===== config.mk =====
export PLATFORM = sky130hd
export DESIGN_NAME = wkif_top
export DESIGN_NICKNAME = d
export VERILOG_FILES = /design/src/pkg/wkif_pkg.sv /design/src/design/wkif_edge_det.sv /design/src/design/wkif_top.sv
export SDC_FILE = /design/constraint.sdc
export NUM_CORES = 1
export LEC_CHECK = 0
export ABC_AREA = 1
export ABC_CLOCK_PERIOD_IN_PS = 1200
export BUFFER_PORTS_ARGS = -buffer_cell sky130_fd_sc_hd__clkbuf_2
export CAP_MARGIN = 20
export CORE_MARGIN = 2
export CORE_UTILIZATION = 45
export CTS_BUF_LIST = sky130_fd_sc_hd__clkbuf_8 sky130_fd_sc_hd__clkbuf_16
export CTS_CLUSTER_SIZE = 24
export DETAILED_ROUTE_END_ITERATION = 8
export HOLD_SLACK_MARGIN = 0.12
export PLACE_DENSITY = 0.78
export SETUP_SLACK_MARGIN = 0.2
export SYNTH_ARGS = -nofsm -noshare
export SYNTH_HDL_FRONTEND = slang
export SYNTH_SLANG_ARGS = --single-unit

===== constraint.sdc =====
create_clock -name ref_clk -period 1.2 [get_ports ref_clk]
set_input_delay 0.36 -clock ref_clk [delete_from_list [all_inputs] [get_ports ref_clk]]
set_output_delay 0.36 -clock ref_clk [all_outputs]
set_load 0.005 [all_outputs]

===== src/pkg/wkif_pkg.sv =====
// package: register map, field layout and reset values for wakeup flags
package wkif_pkg;
    // register byte offsets on the apb bus
    localparam logic [7:0] WKIF_OFS_FLAGS   = 8'h00;
    localparam logic [7:0] WKIF_OFS_PINMODE = 8'h04;
    localparam logic [7:0] WKIF_OFS_TMRA    = 8'h08;
    localparam logic [7:0] WKIF_OFS_STATUS  = 8'h0C;
    localparam logic [7:0] WKIF_OFS_ENABLE  = 8'h10;
    localparam logic [7:0] WKIF_OFS_CLEAR   = 8'h14;
    localparam logic [7:0] WKIF_OFS_TMRCNT  = 8'h18;
    // field positions
    localparam int WKIF_TMRA_FLAG_BIT = 0;
    localparam int WKIF_TMRA_RUN_BIT  = 1;
    localparam int WKIF_STS_WAKE_BIT  = 0;
    localparam int WKIF_STS_TMRA_BIT  = 1;
    localparam int WKIF_STS_W         = 2;
    // reset values and the timer wrap value
    localparam logic [7:0] WKIF_FLAGS_RST   = 8'h00;
    localparam logic [7:0] WKIF_PINMODE_RST = 8'h00;
    localparam logic [7:0] WKIF_TMR_MAX     = 8'hFF;
    localparam logic [7:0] WKIF_TMR_ZERO    = 8'h00;
    localparam logic [1:0] WKIF_STS_RST     = 2'h0;
endpackage


===== src/design/wkif_edge_det.sv =====
// one wakeup pin: two-flop synchroniser and falling edge detector
`timescale 1ns/100ps
module wkif_edge_det (
    // clock and reset
    input  wire logic ref_clk,
    input  wire logic arst_n,
    input  wire logic clkEn,
    // pin and result
    input  wire logic pinIn,
    output logic      fallPulse
);
    typedef struct packed {
        logic s1;
        logic s2;
        logic prev;
    } wkif_edge_t;

    wkif_edge_t st_r;
    wkif_edge_t st_nxt;

    // shift the pin through; idle level of a pin is high
    always_comb begin
        st_nxt      = st_r;
        st_nxt.s1   = pinIn;
        st_nxt.s2   = st_r.s1;
        st_nxt.prev = st_r.s2;
    end

    always_ff @(posedge ref_clk or negedge arst_n) begin
        if (!arst_n) begin
            st_r <= '1;
        end else if (clkEn) begin
            st_r <= st_nxt;
        end
    end

    // falling edge seen on the synchronised level
    assign fallPulse = clkEn & st_r.prev & ~st_r.s2;
endmodule


===== src/design/wkif_top.sv =====
// wakeup interrupt request flags with timer a overflow flag and apb slave
//
// The APB register port and the placing of the registers were decided locally.
`timescale 1ns/100ps
// Contract
// RULE_01: eight wakeup flags, bits 7 to 0, all zero after reset
// RULE_02: flag n sets on falling edge of pin n in interrupt mode
// RULE_03: writing zero to a set flag clears it
// RULE_04: writes of one to request flags are ignored
// RULE_05: timer a flag sets when counter wraps from FF to 00
// RULE_06: hardware set wins over a same-cycle software clear
module wkif_top
    import wkif_pkg::*;
#(
    parameter int NPINS = 8
) (
    // clock, enable and reset
    input  wire logic              ref_clk,
    input  wire logic              arst_n,
    input  wire logic              clkEn,
    // apb slave
    input  wire logic              psel,
    input  wire logic              penable,
    input  wire logic              pwrite,
    input  wire logic [7:0]        paddr,
    input  wire logic [31:0]       pwdata,
    output logic      [31:0]       prdata,
    output logic                   pready,
    output logic                   pslverr,
    // wakeup pins, active low edges
    input  wire logic [NPINS-1:0]  wakeup_pin,
    // timer a count tick from the prescaler, same clock domain
    input  wire logic              tmrTick,
    // interrupt and flag outputs
    output logic                   irq,
    output logic      [NPINS-1:0]  wakeup_pin_flag,
    output logic                   tmraOvfFlag
);
    typedef struct packed {
        logic [NPINS-1:0] flags;
        logic [NPINS-1:0] pinMode;
        logic             tmraFlag;
        logic             tmraRun;
        logic [7:0]       tmrCnt;
        logic [1:0]       sts;
        logic [1:0]       ena;
        logic [31:0]      rdata;
        logic             ready;
        logic             slverr;
        logic             irq;
    } wkif_state_t;

    wkif_state_t st_r;
    wkif_state_t st_nxt;

    logic [NPINS-1:0] fallDet;
    logic             tmrWrap;
    logic             wrStb;
    logic             rdStb;
    logic             hit;
    logic [NPINS-1:0] setW_dbg;

    // one edge detector per pin
    genvar gi;
    generate
        for (gi = 0; gi < NPINS; gi++) begin : g_pin
            wkif_edge_det u_edge (
                .ref_clk   (ref_clk),
                .arst_n    (arst_n),
                .clkEn     (clkEn),
                .pinIn     (wakeup_pin[gi]),
                .fallPulse (fallDet[gi])
            );
        end
    endgenerate

    // apb strobes, one-cycle answer in access phase
    assign wrStb = psel & penable & pwrite & ~st_r.ready & clkEn;
    assign rdStb = psel & penable & ~pwrite & ~st_r.ready & clkEn;
    assign hit   = (paddr == WKIF_OFS_FLAGS) | (paddr == WKIF_OFS_PINMODE)
                 | (paddr == WKIF_OFS_TMRA) | (paddr == WKIF_OFS_STATUS)
                 | (paddr == WKIF_OFS_ENABLE) | (paddr == WKIF_OFS_CLEAR)
                 | (paddr == WKIF_OFS_TMRCNT);
    assign tmrWrap = st_r.tmraRun & tmrTick & (st_r.tmrCnt == WKIF_TMR_MAX);
    // same set term as the flag logic, visible to the checks below
    assign setW_dbg = fallDet & st_r.pinMode;

    // next-state logic
    always_comb begin
        logic [NPINS-1:0] setW;
        logic [NPINS-1:0] clrW;
        logic             clrT;
        logic [1:0]       evt;
        logic [1:0]       clrS;
        setW   = '0;
        clrW   = '0;
        clrT   = 1'b0;
        evt    = '0;
        clrS   = '0;
        st_nxt = st_r;
        st_nxt.ready  = 1'b0;
        st_nxt.slverr = 1'b0;
        setW = fallDet & st_r.pinMode; // RULE_02
        // only zero bits clear; ones are dropped
        if (wrStb && paddr == WKIF_OFS_FLAGS) begin
            clrW = st_r.flags & ~pwdata[NPINS-1:0]; // RULE_03 RULE_04
        end
        if (wrStb && paddr == WKIF_OFS_TMRA) begin
            clrT = st_r.tmraFlag & ~pwdata[WKIF_TMRA_FLAG_BIT]; // RULE_03
            st_nxt.tmraRun = pwdata[WKIF_TMRA_RUN_BIT];
        end
        if (wrStb && paddr == WKIF_OFS_PINMODE) begin
            st_nxt.pinMode = pwdata[NPINS-1:0];
        end
        if (wrStb && paddr == WKIF_OFS_ENABLE) begin
            st_nxt.ena = pwdata[WKIF_STS_W-1:0];
        end
        if (wrStb && paddr == WKIF_OFS_CLEAR) begin
            clrS = pwdata[WKIF_STS_W-1:0];
        end
        // set after clear so a same-cycle event survives
        st_nxt.flags = (st_r.flags & ~clrW) | setW; // RULE_06
        if (st_r.tmraRun && tmrTick) begin
            st_nxt.tmrCnt = 8'(st_r.tmrCnt + 8'h01);
        end
        if (wrStb && paddr == WKIF_OFS_TMRCNT) begin
            st_nxt.tmrCnt = pwdata[7:0];
        end
        st_nxt.tmraFlag = (st_r.tmraFlag & ~clrT) | tmrWrap; // RULE_05
        // sticky status, set beats clear
        evt[WKIF_STS_WAKE_BIT] = |setW;
        evt[WKIF_STS_TMRA_BIT] = tmrWrap;
        st_nxt.sts = (st_r.sts & ~clrS) | evt;
        st_nxt.irq = |(st_nxt.sts & st_nxt.ena);
        // read mux and answer
        if (wrStb || rdStb) begin
            st_nxt.ready  = 1'b1;
            st_nxt.slverr = ~hit;
            st_nxt.rdata  = 32'h0000_0000;
            if (rdStb) begin
                case (paddr)
                    WKIF_OFS_FLAGS:   st_nxt.rdata[NPINS-1:0] = st_r.flags;
                    WKIF_OFS_PINMODE: st_nxt.rdata[NPINS-1:0] = st_r.pinMode;
                    WKIF_OFS_TMRA: begin
                        st_nxt.rdata[WKIF_TMRA_FLAG_BIT] = st_r.tmraFlag;
                        st_nxt.rdata[WKIF_TMRA_RUN_BIT]  = st_r.tmraRun;
                    end
                    WKIF_OFS_STATUS:  st_nxt.rdata[1:0] = st_r.sts;
                    WKIF_OFS_ENABLE:  st_nxt.rdata[1:0] = st_r.ena;
                    WKIF_OFS_TMRCNT:  st_nxt.rdata[7:0] = st_r.tmrCnt;
                    default:          st_nxt.rdata = 32'h0000_0000;
                endcase
            end
        end
    end

    // state register
    always_ff @(posedge ref_clk or negedge arst_n) begin
        if (!arst_n) begin
            st_r          <= '0;
            st_r.flags    <= WKIF_FLAGS_RST; // RULE_01
            st_r.pinMode  <= WKIF_PINMODE_RST;
            st_r.tmrCnt   <= WKIF_TMR_ZERO;
            st_r.sts      <= WKIF_STS_RST;
        end else if (clkEn) begin
            st_r <= st_nxt;
        end
    end

    // outputs straight from flops
    assign prdata          = st_r.rdata;
    assign pready          = st_r.ready;
    assign pslverr         = st_r.slverr;
    assign irq             = st_r.irq;
    assign wakeup_pin_flag = st_r.flags;
    assign tmraOvfFlag     = st_r.tmraFlag;

    // checks
    property p_rst_zero;
        @(posedge ref_clk) $rose(arst_n) |-> st_r.flags == WKIF_FLAGS_RST;
    endproperty
    a_rst_zero: assert property (p_rst_zero) // RULE_01
        else $error("flags not zero after reset");

    property p_set;
        @(posedge ref_clk) disable iff (!arst_n)
        (clkEn && fallDet[0] && st_r.pinMode[0]) |=> wakeup_pin_flag[0];
    endproperty
    a_set: assert property (p_set) // RULE_02
        else $error("wakeup flag 0 not set on edge");

    property p_noset_mask;
        @(posedge ref_clk) disable iff (!arst_n)
        (clkEn && !st_r.pinMode[1] && !st_r.flags[1]
         && !(wrStb && paddr == WKIF_OFS_FLAGS)) |=> !st_r.flags[1];
    endproperty
    a_noset_mask: assert property (p_noset_mask) // RULE_02
        else $error("flag 1 set while pin not interrupt input");

    property p_clr;
        @(posedge ref_clk) disable iff (!arst_n)
        (wrStb && paddr == WKIF_OFS_FLAGS && !pwdata[2] && !setW_dbg[2])
        |=> !wakeup_pin_flag[2];
    endproperty
    a_clr: assert property (p_clr) // RULE_03
        else $error("flag 2 not cleared by zero write");

    property p_noone;
        @(posedge ref_clk) disable iff (!arst_n)
        (clkEn && setW_dbg == '0) |=> (st_r.flags & ~$past(st_r.flags)) == '0;
    endproperty
    a_noone: assert property (p_noone) // RULE_04
        else $error("flag set without pin edge");

    property p_wrap;
        @(posedge ref_clk) disable iff (!arst_n)
        (clkEn && tmrWrap) |=> tmraOvfFlag && st_r.tmrCnt == WKIF_TMR_ZERO;
    endproperty
    a_wrap: assert property (p_wrap) // RULE_05
        else $error("timer a overflow flag not set on wrap");

    property p_setwins;
        @(posedge ref_clk) disable iff (!arst_n)
        (clkEn && setW_dbg[3] && wrStb && paddr == WKIF_OFS_FLAGS)
        |=> wakeup_pin_flag[3];
    endproperty
    a_setwins: assert property (p_setwins) // RULE_06
        else $error("set lost to same-cycle clear");

    property p_irq;
        @(posedge ref_clk) disable iff (!arst_n)
        (clkEn && tmrWrap && st_r.ena[WKIF_STS_TMRA_BIT]) |=> irq;
    endproperty
    a_irq: assert property (p_irq)
        else $error("irq missing after enabled event");

    // apb answer timing
    property p_answer;
        @(posedge ref_clk) disable iff (!arst_n)
        (clkEn && psel && penable && !pready) |=> pready;
    endproperty
    a_answer: assert property (p_answer)
        else $error("no answer one cycle into access phase");

    property p_ready_pulse;
        @(posedge ref_clk) disable iff (!arst_n)
        (clkEn && pready) |=> !pready;
    endproperty
    a_ready_pulse: assert property (p_ready_pulse)
        else $error("pready held longer than one cycle");

    property p_err_with_ready;
        @(posedge ref_clk) disable iff (!arst_n)
        pslverr |-> pready;
    endproperty
    a_err_with_ready: assert property (p_err_with_ready)
        else $error("pslverr without pready");

    property p_unmapped;
        @(posedge ref_clk) disable iff (!arst_n)
        (rdStb && !hit) |=> pslverr && prdata == 32'h0000_0000;
    endproperty
    a_unmapped: assert property (p_unmapped)
        else $error("unmapped read not refused");

    // clock enable low holds every register
    property p_freeze;
        @(posedge ref_clk) disable iff (!arst_n)
        !clkEn |=> $stable(st_r);
    endproperty
    a_freeze: assert property (p_freeze)
        else $error("state moved while clock enable low");

    property p_tmr_clr;
        @(posedge ref_clk) disable iff (!arst_n)
        (wrStb && paddr == WKIF_OFS_TMRA && !pwdata[WKIF_TMRA_FLAG_BIT]
         && !tmrWrap) |=> !tmraOvfFlag;
    endproperty
    a_tmr_clr: assert property (p_tmr_clr) // RULE_03
        else $error("timer a flag not cleared by zero write");

    property p_tmr_keep;
        @(posedge ref_clk) disable iff (!arst_n)
        (clkEn && !tmrWrap && !tmraOvfFlag) |=> !tmraOvfFlag;
    endproperty
    a_tmr_keep: assert property (p_tmr_keep) // RULE_04
        else $error("timer a flag set without wrap");

    property p_sts_wake;
        @(posedge ref_clk) disable iff (!arst_n)
        (clkEn && |setW_dbg) |=> st_r.sts[WKIF_STS_WAKE_BIT];
    endproperty
    a_sts_wake: assert property (p_sts_wake) // RULE_06
        else $error("wakeup status lost to same-cycle clear");

    c_set:  cover property (@(posedge ref_clk) disable iff (!arst_n)
        $rose(wakeup_pin_flag[0]));
    c_clr:  cover property (@(posedge ref_clk) disable iff (!arst_n)
        $fell(wakeup_pin_flag[0]));
    c_wrap: cover property (@(posedge ref_clk) disable iff (!arst_n)
        $rose(tmraOvfFlag));
    c_irq:  cover property (@(posedge ref_clk) disable iff (!arst_n)
        $rose(irq));
endmodule


=== Yosys cells after proc, flatten, opt, wreduce, memory -nomap -nowiden ===
Cells that the tools add are included.

* Bits in registers: 65
* Bits in writable memories: 0
* Memories: 0
* Bits in read-only memories: 0
* Word-level logic and storage cells: 126
* Output and inout port bits: 44
* Bits of input ports: 55
* Bits in latches: 0

* Reduce and logical (&&, ||, !) cells: 16
* Div/mod/pow operators: 0
* Bitwise gates (word level): 57
* Eq/ne operators: 7
* Add/sub/neg operators: 1
* Multiply operators: 0
* Order comparisons: 0
* Multiplexer cells: 10
* Shift-type cells: 0

{| class="wikitable"
|+ Operators with widths
! kind !! number
|-
| $mux W8 || 4
|-
| $and A1 B1 Y1 || 27
|-
| $and A8 B8 Y8 || 3
|-
| $eq A8 B5 Y1 const B || 3
|-
| $pmux W6 S3 || 1
|-
| $eq A8 B4 Y1 const B || 2
|-
| $not A8 Y8 || 2
|-
| $not A1 Y1 || 13
|-
| $pmux W2 S6 || 1
|-
| $add A8 B1 Y8 const B || 1
|-
| $eq A8 B3 Y1 const B || 1
|-
| $eq A8 B8 Y1 const B || 1
|-
| $logic_not A8 Y1 || 1
|-
| $or A8 B8 Y8 || 1
|-
| $reduce_and A2 Y1 || 4
|-
| $reduce_or A8 Y1 || 1
|-
| $logic_and A1 B1 Y1 || 7
|-
| $or A1 B1 Y1 || 7
|-
| $mux W2 || 3
|-
| $and A2 B2 Y2 || 2
|-
| $not A2 Y2 || 1
|-
| $or A2 B2 Y2 || 1
|-
| $reduce_bool A2 Y1 || 1
|-
| $reduce_or A2 Y1 || 1
|-
| 2 further kinds || 2
|}

=== Longest topological paths before layout ===
Gate-level depths: netlist of the first run.

* Depth in word-level cells: 11
* Mapped depth: 10
* Gate-level depth less buffers: 10

=== Cells and area by module ===
A second synthesis of the first run with hierarchy kept.

* Cells, all modules: 464
* Area total of the unflattened synthesis: 3567.2 um2

{| class="wikitable"
|+ By module, submodules not included
! module !! sequential area each (um2) !! cells each !! area each (um2) !! times used
|-
| wkif_top || 1026.0 || 344 || 2576.2 || 1
|-
| wkif_edge_det || 78.8 || 15 || 123.9 || 8
|}

=== Worst setup path after synthesis of the first run ===
No wires, ideal clock.

* Kind: reg2reg
* Start: register st_r, in the netlist pready
* End: register st_r[41] in the netlist's numbering
* Period minus slack after synthesis: 1321 ps
* Data required time: 1083 ps
* Setup slack: -121 ps
* Library setup time: 117 ps
* Stages on the path, launching flop included: 10
* Data arrival time: 1204 ps
* Path buffers: 1
* Cell sequence: dfrtp_1 -> inv_1 -> nand3_2 -> nor2_8 -> nand2_4 -> buf_6 -> nand3_2 -> o21ai_2 -> nand2_1 -> nand2_1

* Longest elaborated chain between the ends: 6

{| class="wikitable"
|+ RTL lines
! item !! line !! RTL
|-
| start, declared || wkif_top.sv:53 || <nowiki>wkif_state_t st_r;</nowiki>
|-
| start signal, assigned || wkif_top.sv:166 || <nowiki>st_r <= st_nxt;</nowiki>
|-
| $not A1 Y1 * || wkif_top.sv:78 || <nowiki>assign wrStb = psel & penable & pwrite & ~st_r.ready & clkEn;</nowiki>
|-
| $and A1 B1 Y1 * (2 in series) || wkif_top.sv:78 ||
|-
| $logic_and A1 B1 Y1 * || wkif_top.sv:126 || <nowiki>if (wrStb && paddr == WKIF_OFS_TMRCNT) begin</nowiki>
|-
| $reduce_bool A2 Y1 (no line) || -- ||
|-
| $reduce_and A2 Y1 (no line) || -- ||
|}

Every way passes the cells marked *; elsewhere a longest branch is shown, timed or not.
A chain may end at the register's enable or synchronous reset.

=== Worst setup path in the final report of the first run ===
* Start: register st_r[40] in the netlist's numbering
* End: register st_r, in the netlist irq

* Longest elaborated chain between the ends: 5

{| class="wikitable"
|+ RTL lines
! item !! line !! RTL
|-
| $eq A8 B8 Y1 || wkif_top.sv:84 || <nowiki>assign tmrWrap = st_r.tmraRun & tmrTick & (st_r.tmrCnt == WKIF_TMR_MAX);</nowiki>
|-
| $and A1 B1 Y1 || wkif_top.sv:84 ||
|-
| $or A2 B2 Y2 || wkif_top.sv:133 || <nowiki>st_nxt.sts = (st_r.sts & ~clrS) | evt;</nowiki>
|-
| $and A2 B2 Y2 || wkif_top.sv:134 || <nowiki>st_nxt.irq = |(st_nxt.sts & st_nxt.ena);</nowiki>
|-
| $reduce_or A2 Y1 || wkif_top.sv:134 ||
|}

Every way passes these cells.

==> results of run 1 <==
-- through the flow --
step	utilization	setup slack [ns]	hold WS (ns)	TNS, ns	std cells
2_1_floorplan	-	-0.1009	0.06441	-1.687	469
6_report	0.6311	-0.2048	0.1834	-3.709	685
3_3_place_gp	0.5465	-0.2937	0.4011	-8.621	631
3_5_place_dp	0.5465	-0.3180	0.4085	-9.841	631
5_1_grt	0.6311	-0.2441	0.1966	-6.958	685
4_1_cts	0.6046	-0.1535	0.1719	-2.583	672
-- cell type report --
| type | instances | area (µm²) | area share |
|---|---|---|---|
| Clock buffer | 9 | 123.9 | 0.02514 |
| Tap cell | 102 | 127.6 | 0.02590 |
| Multi-Input combinational cell | 315 | 1748 | 0.3547 |
| Timing Repair Buffer | 146 | 1041 | 0.2113 |
| Sequential cell | 65 | 1657 | 0.3362 |
| Inverter | 41 | 166.4 | 0.03377 |
| Clock inverter | 7 | 63.81 | 0.01295 |
-- what timing repair did --
| action | CTS | global route |
|---|---|---|
| buffers inserted | 24 | 13 |
| hold buffers | 1 | 0 |
| gates resized for setup | 29 | 29 |
| hold endpoints to repair | 41 | 0 |
| endpoints found under the setup margin | 61 | 61 |
| pin swaps | 10 | 6 |
| gates cloned | 0 | 0 |
-- worst paths after layout --
check                           cells after the start                         to  slack (ns)
worst max-delay path                                7                        irq       -0.20
worst min-delay path                                3  g_pin[0].u_edge.st_nxt[1]        0.18
worst min register to register                      2  g_pin[7].u_edge.st_nxt[1]        0.46
worst max register to register                      7                        irq       -0.20
min in group asynchronous                           3                     pready        0.57
max in group asynchronous                           3    g_pin[1].u_edge.st_r[0]        0.32
-- sequential cells by signal, summed over array words and instances, names as in the netlist --
signal and count:
g_pin.u_edge.st_nxt 16, g_pin.u_edge.st_r 8, irq 1, prdata 8, pready 1, pslverr 1
st_r 21, tmraOvfFlag 1, wakeup_pin_flag 8
-- power by group through the flow --
stage / Clock, µW / Combinational [µW] / Sequential (µW)
2_1_floorplan: 0 / 350 / 2470
3_3_place_gp: 0 / 570 / 2480
3_5_place_dp: 0 / 595 / 2480
4_1_cts: 1850 / 637 / 2440
5_1_grt: 1940 / 750 / 2460
6_report: 1810 / 676 / 2450
-- synthesized netlist by cell type (2+ instances only) --
library cell,instances
sky130_fd_sc_hd__nand2_1,149
sky130_fd_sc_hd__buf_4,42
sky130_fd_sc_hd__dfrtp_1,41
sky130_fd_sc_hd__inv_1,37
sky130_fd_sc_hd__o21ai_0,32
sky130_fd_sc_hd__nor2_1,27
sky130_fd_sc_hd__dfstp_2,24
sky130_fd_sc_hd__nand3_1,16
sky130_fd_sc_hd__o21ai_1,8
sky130_fd_sc_hd__o21a_1,7
sky130_fd_sc_hd__nand3_2,6
sky130_fd_sc_hd__nor2_4,5
sky130_fd_sc_hd__o211ai_1,5
sky130_fd_sc_hd__o21ai_2,5
sky130_fd_sc_hd__inv_2,4
sky130_fd_sc_hd__nand2_2,4
sky130_fd_sc_hd__nand2_4,4
sky130_fd_sc_hd__clkbuf_1,3
sky130_fd_sc_hd__mux2_4,3
sky130_fd_sc_hd__nand4_1,3
sky130_fd_sc_hd__buf_6,2
sky130_fd_sc_hd__nor2_8,2
sky130_fd_sc_hd__nor3_1,2
-- routing by layer --
metal,routed length (µm),vias to the layer above
met5,0,-
met4,287,0
met1,3881,1600
met3,475,29
met2,4530,126
li1,-,1619
-- worst max-delay path, stage by stage (launching register included) --
cell and delay, ns:
sky130_fd_sc_hd__dfrtp_1 0.41, sky130_fd_sc_hd__ha_4 0.17, sky130_fd_sc_hd__nand4_1 0.15, sky130_fd_sc_hd__inv_2 0.12, sky130_fd_sc_hd__nand4_1 0.22, sky130_fd_sc_hd__nand2_1 0.14
sky130_fd_sc_hd__nand2_1 0.06, sky130_fd_sc_hd__nand3_1 0.08
-- cell families after synthesis --
kind of cell	share of synthesized area
adder cells (fa/ha/maj)	0.003408
other	0.001022
buffers and inverters	0.1384
multiplexers	0.01227
XOR/XNOR	0.002386
AO/OA/AOI/OAI	0.1057
AND/OR/NAND/NOR	0.2856
flip-flops	0.4513
==> results, run 1 <==
- Clock tree synthesis found a total of 65 sinks.
- The design draws 4936 µW.
- The number of antenna-violating nets in the routed design is 0.
- The element type at the critical path end is a flop.
- Global routing finished with a remaining overflow of 0.
- Setup repair after global routing could not meet its margin everywhere.
- In the finished design, the share of the clock period the worst path needs comes to 1.171.
- The cell area after synthesis is 0.003671 mm².
- The launch instance of the worst register-to-register path is st_r[40].
- The fraction of registers with async set or reset after synthesis is 1.000.
- By startpoint and endpoint, the worst setup path is classified as flop to flop.
- The die covers 0.008896 mm².
- Across the VDD grid, the largest voltage drop is 887.3 µV.
- After synthesis, the cell types taking the most area are sky130_fd_sc_hd__dfrtp_1, sky130_fd_sc_hd__dfstp_2, sky130_fd_sc_hd__nand2_1, sky130_fd_sc_hd__buf_4, sky130_fd_sc_hd__o21ai_0.
- Of the post-synthesis cell area, the dominant cell type holds 0.2795.
- The share of total power dissipated in sequential elements is 0.495.
- The count of flip-flops with a built-in enable after synthesis is 0.
- The highest clock frequency the design can meet is 711.8 MHz.
- The insertion delay to the later sink of the worst-skew pair is 0.35 ns.
- Counting the fill cells in the layout gives 649.
- The nature of the critical path startpoint is a flop.
- Internal power comes to 3630 µW.
- The core area is 0.007807 mm².
- The largest clock skew in the final design is 0.01212 ns.
- Summed over all layers, the routed wires come to 9174 µm.
- The number of standard-cell rows in the floorplan is 32.
- For met2 alone, demand over resource in global routing was 0.3464.
- At the worst endpoint, the arrival time is 1.69 ns.
- Port buffering added 50 buffers.
- The reported leakage power is 0.002640 µW.
- The area after detailed placement is 0.004267 mm².
- The global-route usage over all layers is 0.2070.
- The cell taking the most area after synthesis is sky130_fd_sc_hd__dfrtp_1.
- Setup violations remaining at the end of the flow were counted as 51.
- The pre-antenna-repair detailed-routing pass consisted of 4 iterations.
- The run finished, with violations left.
- The number of maximum-capacitance violations is 0.
- The net count reported at finish is 634.
- The count of unresolved DRC violations after routing is 0.
- In this run the most critical hold path is launched from wakeup_pin[0].
- The area growth from synthesis to layout is 34.22%.
- Dividing the detail-routed via count by the number of cells gives 4.926.
- The met3 layer usage reported by global route is 0.04655.
- The number of distinct library cells after synthesis is 38.
- The number of max-slew violations in the final report is 0.
- The most common cell after layout, fill and taps aside is sky130_fd_sc_hd__nand2_1.
- The clock tree root driver cell is sky130_fd_sc_hd__clkbuf_8.
- The die is 94.32 µm wide.
- For this block, the initial DRC count from the detailed router was 229.
- In the final layout, the share of cells above drive strength 1 is 0.4340.
- Entering global routing, the biggest net connects 66 pins.
- No sink is reached through more buffers than the 2 on the longest clock path.
- The detailed router placed 3374 vias in this run.
- The via count of the first global-routing pass is 3149.
- For this design the ratio of total power to cell area is 1002 mW/mm².
- The number of antenna violations at the first check in global routing is 0.
- The combinational share of power is 0.137.
- The first element of the critical path is st_r[40].
- The class of the worst hold path is primary input to flop.
- In the layout the commonest cells are sky130_fd_sc_hd__nand2_1, sky130_fd_sc_hd__buf_4, sky130_fd_sc_hd__clkbuf_2.
- During synthesis, Yosys emitted a total of 0 warnings.
- The initial utilization of the core area, before any placement, comes to 0.4702.
- After legalization and detailed placement, the total HPWL measured 6334 µm.
- The checks that failed: setup timing.
- The analysis attributes to net switching a power of 1306 µW.
- In this run, synthesis produced a sequential element count of 65.
- The mean area per synthesized cell is 8.231 µm².
- Along the worst path, the maximum fanout reaches 3.
- Of the synthesized area, sequential elements account for 0.4513.
- The y dimension of the die is 94.32 µm.
- At the end of routability-driven placement, the weighted congestion stood at 0.8835.
- The clock period minus worst slack is 1.405 ns.
- The share of total power in the clock network is 0.368.
- The antenna diode count is 0.
- The detail-routed net length per standard cell is 13.39 µm.
- The number of standard cells after synthesis is 446.
- The number of hold violations in the final report is 0.
- The proportion of total power due to net switching is 0.2646.
- The first global-routing pass estimated 14150 µm of wire.
- The most common flop cell mapped by yosys is sky130_fd_sc_hd__dfrtp_1.
- The H-tree was split into 3 levels.
- The post-CTS clock slew at the launch and capture registers of the worst setup and hold paths is 0.07 ns.
- The busiest layer in global routing is met2.
- For met1 alone, demand over resource in global routing was 0.2585.
- The final design instance area without fill is 0.004927 mm².
- TritonCTS built the clock tree.
- 99 I/O pins were placed.
- Setup slack on the critical path of the routed design comes to -0.2048 ns.
- The number of buffers created by CTS is 9.
- The required time at the worst-slack endpoint is 1.48 ns.
Note: power is estimated with default switching activity, not from simulation.
==> run 2: changes to the inputs <==
REMOVE_ABC_BUFFERS = 1   (was default)
==> run 2 against run 1 <==
Against the previous run: the run still ends with setup timing left; first-iteration DRC count down 34%; largest cell class unchanged; sequential share of layout area is 0.85 points higher; die area unchanged; global-route usage grew 0.16 points; flip-flop and latch count did not move.
==> results, run 2 (synthesis results as in run 1) <==
- The final reports fail on setup timing.
- The flip-flop count of the largest register, all copies and words added is 21.
- The library cell used most frequently in the layout, excluding fill and tap cells, is sky130_fd_sc_hd__nand2_1.
- The min-delay analysis places its worst path in the category primary input to flop.
- The capture point of the worst path is irq.
- The number of max-slew violations in the final report is 0.
- The growth of design area from synthesis to finish is 30.91%.
- The worst hold slack is 0.1795 ns.
- The overall via count from detail_route is 3210.
- The number of hold violations in the final report is 0.
- The clock arrives with 0.004085 ns of skew.
- The worst setup path is launched from a flop.
- The routed design has 8829 µm of wire.
- The total clock sinks is 65.
- The post-detailed-route via-to-cell ratio is 4.770.
- The floorplan has 32 rows.
- The path depth of the worst reg2reg path is 7.
- For this run, the post-layout net count is 622.
- The insertion delay to the later sink of the worst-skew pair is 0.35 ns.
- The register containing the most flip-flops in the final layout is st_r.
- The area after detailed placement is 0.004279 mm².
- Before CTS, the worst setup slack after placement is -0.3790 ns.
- The kind of critical path is flop to flop.
- The wire length of the first global-routing pass is 14520 µm.
- The first detailed-routing pass took 5 iterations.
- The clock period minus worst slack is 1.467 ns.
- Summing all flip-flop and latch instances after layout gives 0.001657 mm².
- The global-route usage over all layers is 0.2086.
- The number of fill cells is 656.
- Dividing the detail-routed wire length by the instance count gives 13.12 µm.
- The post-CTS clock slew at the launch and capture registers of the worst setup and hold paths is 0.07 ns.
- The total overflow left after global routing is 0.
- Entering global routing, the biggest net connects 66 pins.
- The via count of the first global-routing pass is 3176.
- The weighted congestion reported at the end of routability-driven placement is 0.8871.
- The power density over cell area is 1025 mW/mm².
- In the final layout, the share of cells above drive strength 1 is 0.4168.
- The element type at the critical path end is a flop.
- The final design instance area without fill is 0.004806 mm².
- The clock tree root driver cell is sky130_fd_sc_hd__clkbuf_8.
- Across the run, the number of max-cap violations was 0.
- The antenna diode count is 0.
- The y dimension of the die is 94.32 µm.
- The slack of the worst reg-to-reg path is -0.27 ns.
- In the routed design, unresolved DRC markers number 0.
- For the worst setup path, the data required time is 1.49 ns.
- IR analysis of the VDD net gives a maximum drop of 837.5 µV.
- The half-perimeter wire length after placement is 6272 µm.
- Setup repair after global routing could not meet its margin everywhere.
- The clock passes through at most 2 buffers.
- The worst reg2reg path endpoint is irq.
- Of all nets on the critical path, the largest fanout is 3.
- The critical path starts at st_r[40].
- The startpoint identified for the worst register-to-register timing path is st_r[40].
- The die is 94.32 µm wide.
- The flow ran to the end, but the final reports show violations.
- The I/O pin total is 99.
- The setup violation total in the final timing report is 48.
- The reported leakage power is 0.002532 µW.
- In this run, the number of DRC markers left after iteration 0 of detailed routing was 150.
- The final worst setup slack is -0.2669 ns.
- Input and output buffers added on the ports amount to 50.
- The highest clock frequency the design can meet is 681.7 MHz.
- The H-tree generated during clock tree synthesis spans 3 levels.
- The top cell types in the final layout, fill and taps aside, are sky130_fd_sc_hd__nand2_1, sky130_fd_sc_hd__buf_4, sky130_fd_sc_hd__clkbuf_2.
- The TritonCTS clock tree is built.
- For this configuration, the core starts out at a cell density of 0.4702.
- The die footprint is 0.008896 mm².
- Setup total negative slack on the finished layout was measured at -5.164 ns.
- At the worst endpoint, the arrival time is 1.75 ns.
- The core region is 0.007807 mm².
- The post-route fraction of the period consumed by the critical path is 1.222.
- The area occupied by multi-input gates is 0.001704 mm².
- The number of antenna-violating nets in the routed design is 0.
- The number of buffers created by CTS is 9.
- The number of antenna violations at the first check in global routing is 0.
## run 2: changes by cell type in the layout (fill, tap and decap cells not counted), sizes merged
cell | before | now
buf | 96 | 83
clkinv | 3 | 1
clkbuf | 58 | 62
bufinv | 1 | 0
inv | 43 | 42
clkinvlp | 1 | 2
## run 2: cell type report
class                           instances  share of cell area
Clock buffer                           12             0.03437
Clock inverter                          4            0.005728
Inverter                               41             0.03254
Multi-Input combinational cell        315              0.3546
Sequential cell                        65              0.3447
Tap cell                              102             0.02656
Timing Repair Buffer                  134              0.2015
## run 2: worst min-delay path by stage
| stage | slack [ns] | cells past startpoint | start | end |
|---|---|---|---|---|
| global route | 0.19 | 3 | wakeup_pin[3] | g_pin[3].u_edge.st_nxt[1] |
| floorplan | 0.06 | 0 | arst_n | irq |
| CTS | 0.17 | 3 | wakeup_pin[4] | g_pin[4].u_edge.st_nxt[1] |
| global placement | 0.40 | 2 | arst_n | irq |
| detailed placement | 0.41 | 2 | arst_n | irq |
| finish | 0.18 | 3 | wakeup_pin[3] | g_pin[3].u_edge.st_nxt[1] |
## run 2: timing repair
| action | CTS | global route |
|---|---|---|
| buffers inserted | 20 | 5 |
| hold buffers | 1 | 0 |
| resized for setup | 19 | 22 |
| endpoints found under the hold margin | 41 | 0 |
| pin swaps | 10 | 14 |
| setup endpoints to repair | 61 | 62 |
## run 2: critical path: stages, from the launching register on
cell and delay [ns]:
sky130_fd_sc_hd__dfrtp_1 0.36, sky130_fd_sc_hd__ha_2 0.22, sky130_fd_sc_hd__nand4_1 0.15, sky130_fd_sc_hd__inv_2 0.11
sky130_fd_sc_hd__nand4_1 0.28, sky130_fd_sc_hd__nand2_1 0.17, sky130_fd_sc_hd__nand2_1 0.06, sky130_fd_sc_hd__nand3_1 0.06
## run 2: per-layer routing
layer | up-vias | routed length (µm) | global-route usage
li1 | 1590 | - | -
met2 | 100 | 4244 | 0.3482
met1 | 1493 | 3849 | 0.2638
met5 | - | 0 | 0
met4 | 0 | 336 | 0.1063
met3 | 27 | 399 | 0.03050
## run 2: stage by stage
stage	total power, µW	utilization	instances
global placement	3038	0.5481	631
CTS	4901	0.6019	668
global route	5135	0.6155	673
finish	4928	0.6155	673
detailed placement	3063	0.5481	631
floorplan	2708	-	421
## run 2: report_power, final
part / internal [µW] / switching (µW) / total [µW]
Sequential: 2380 / 64.9 / 2440
Clock: 916 / 906 / 1820
Combinational: 306 / 356 / 662
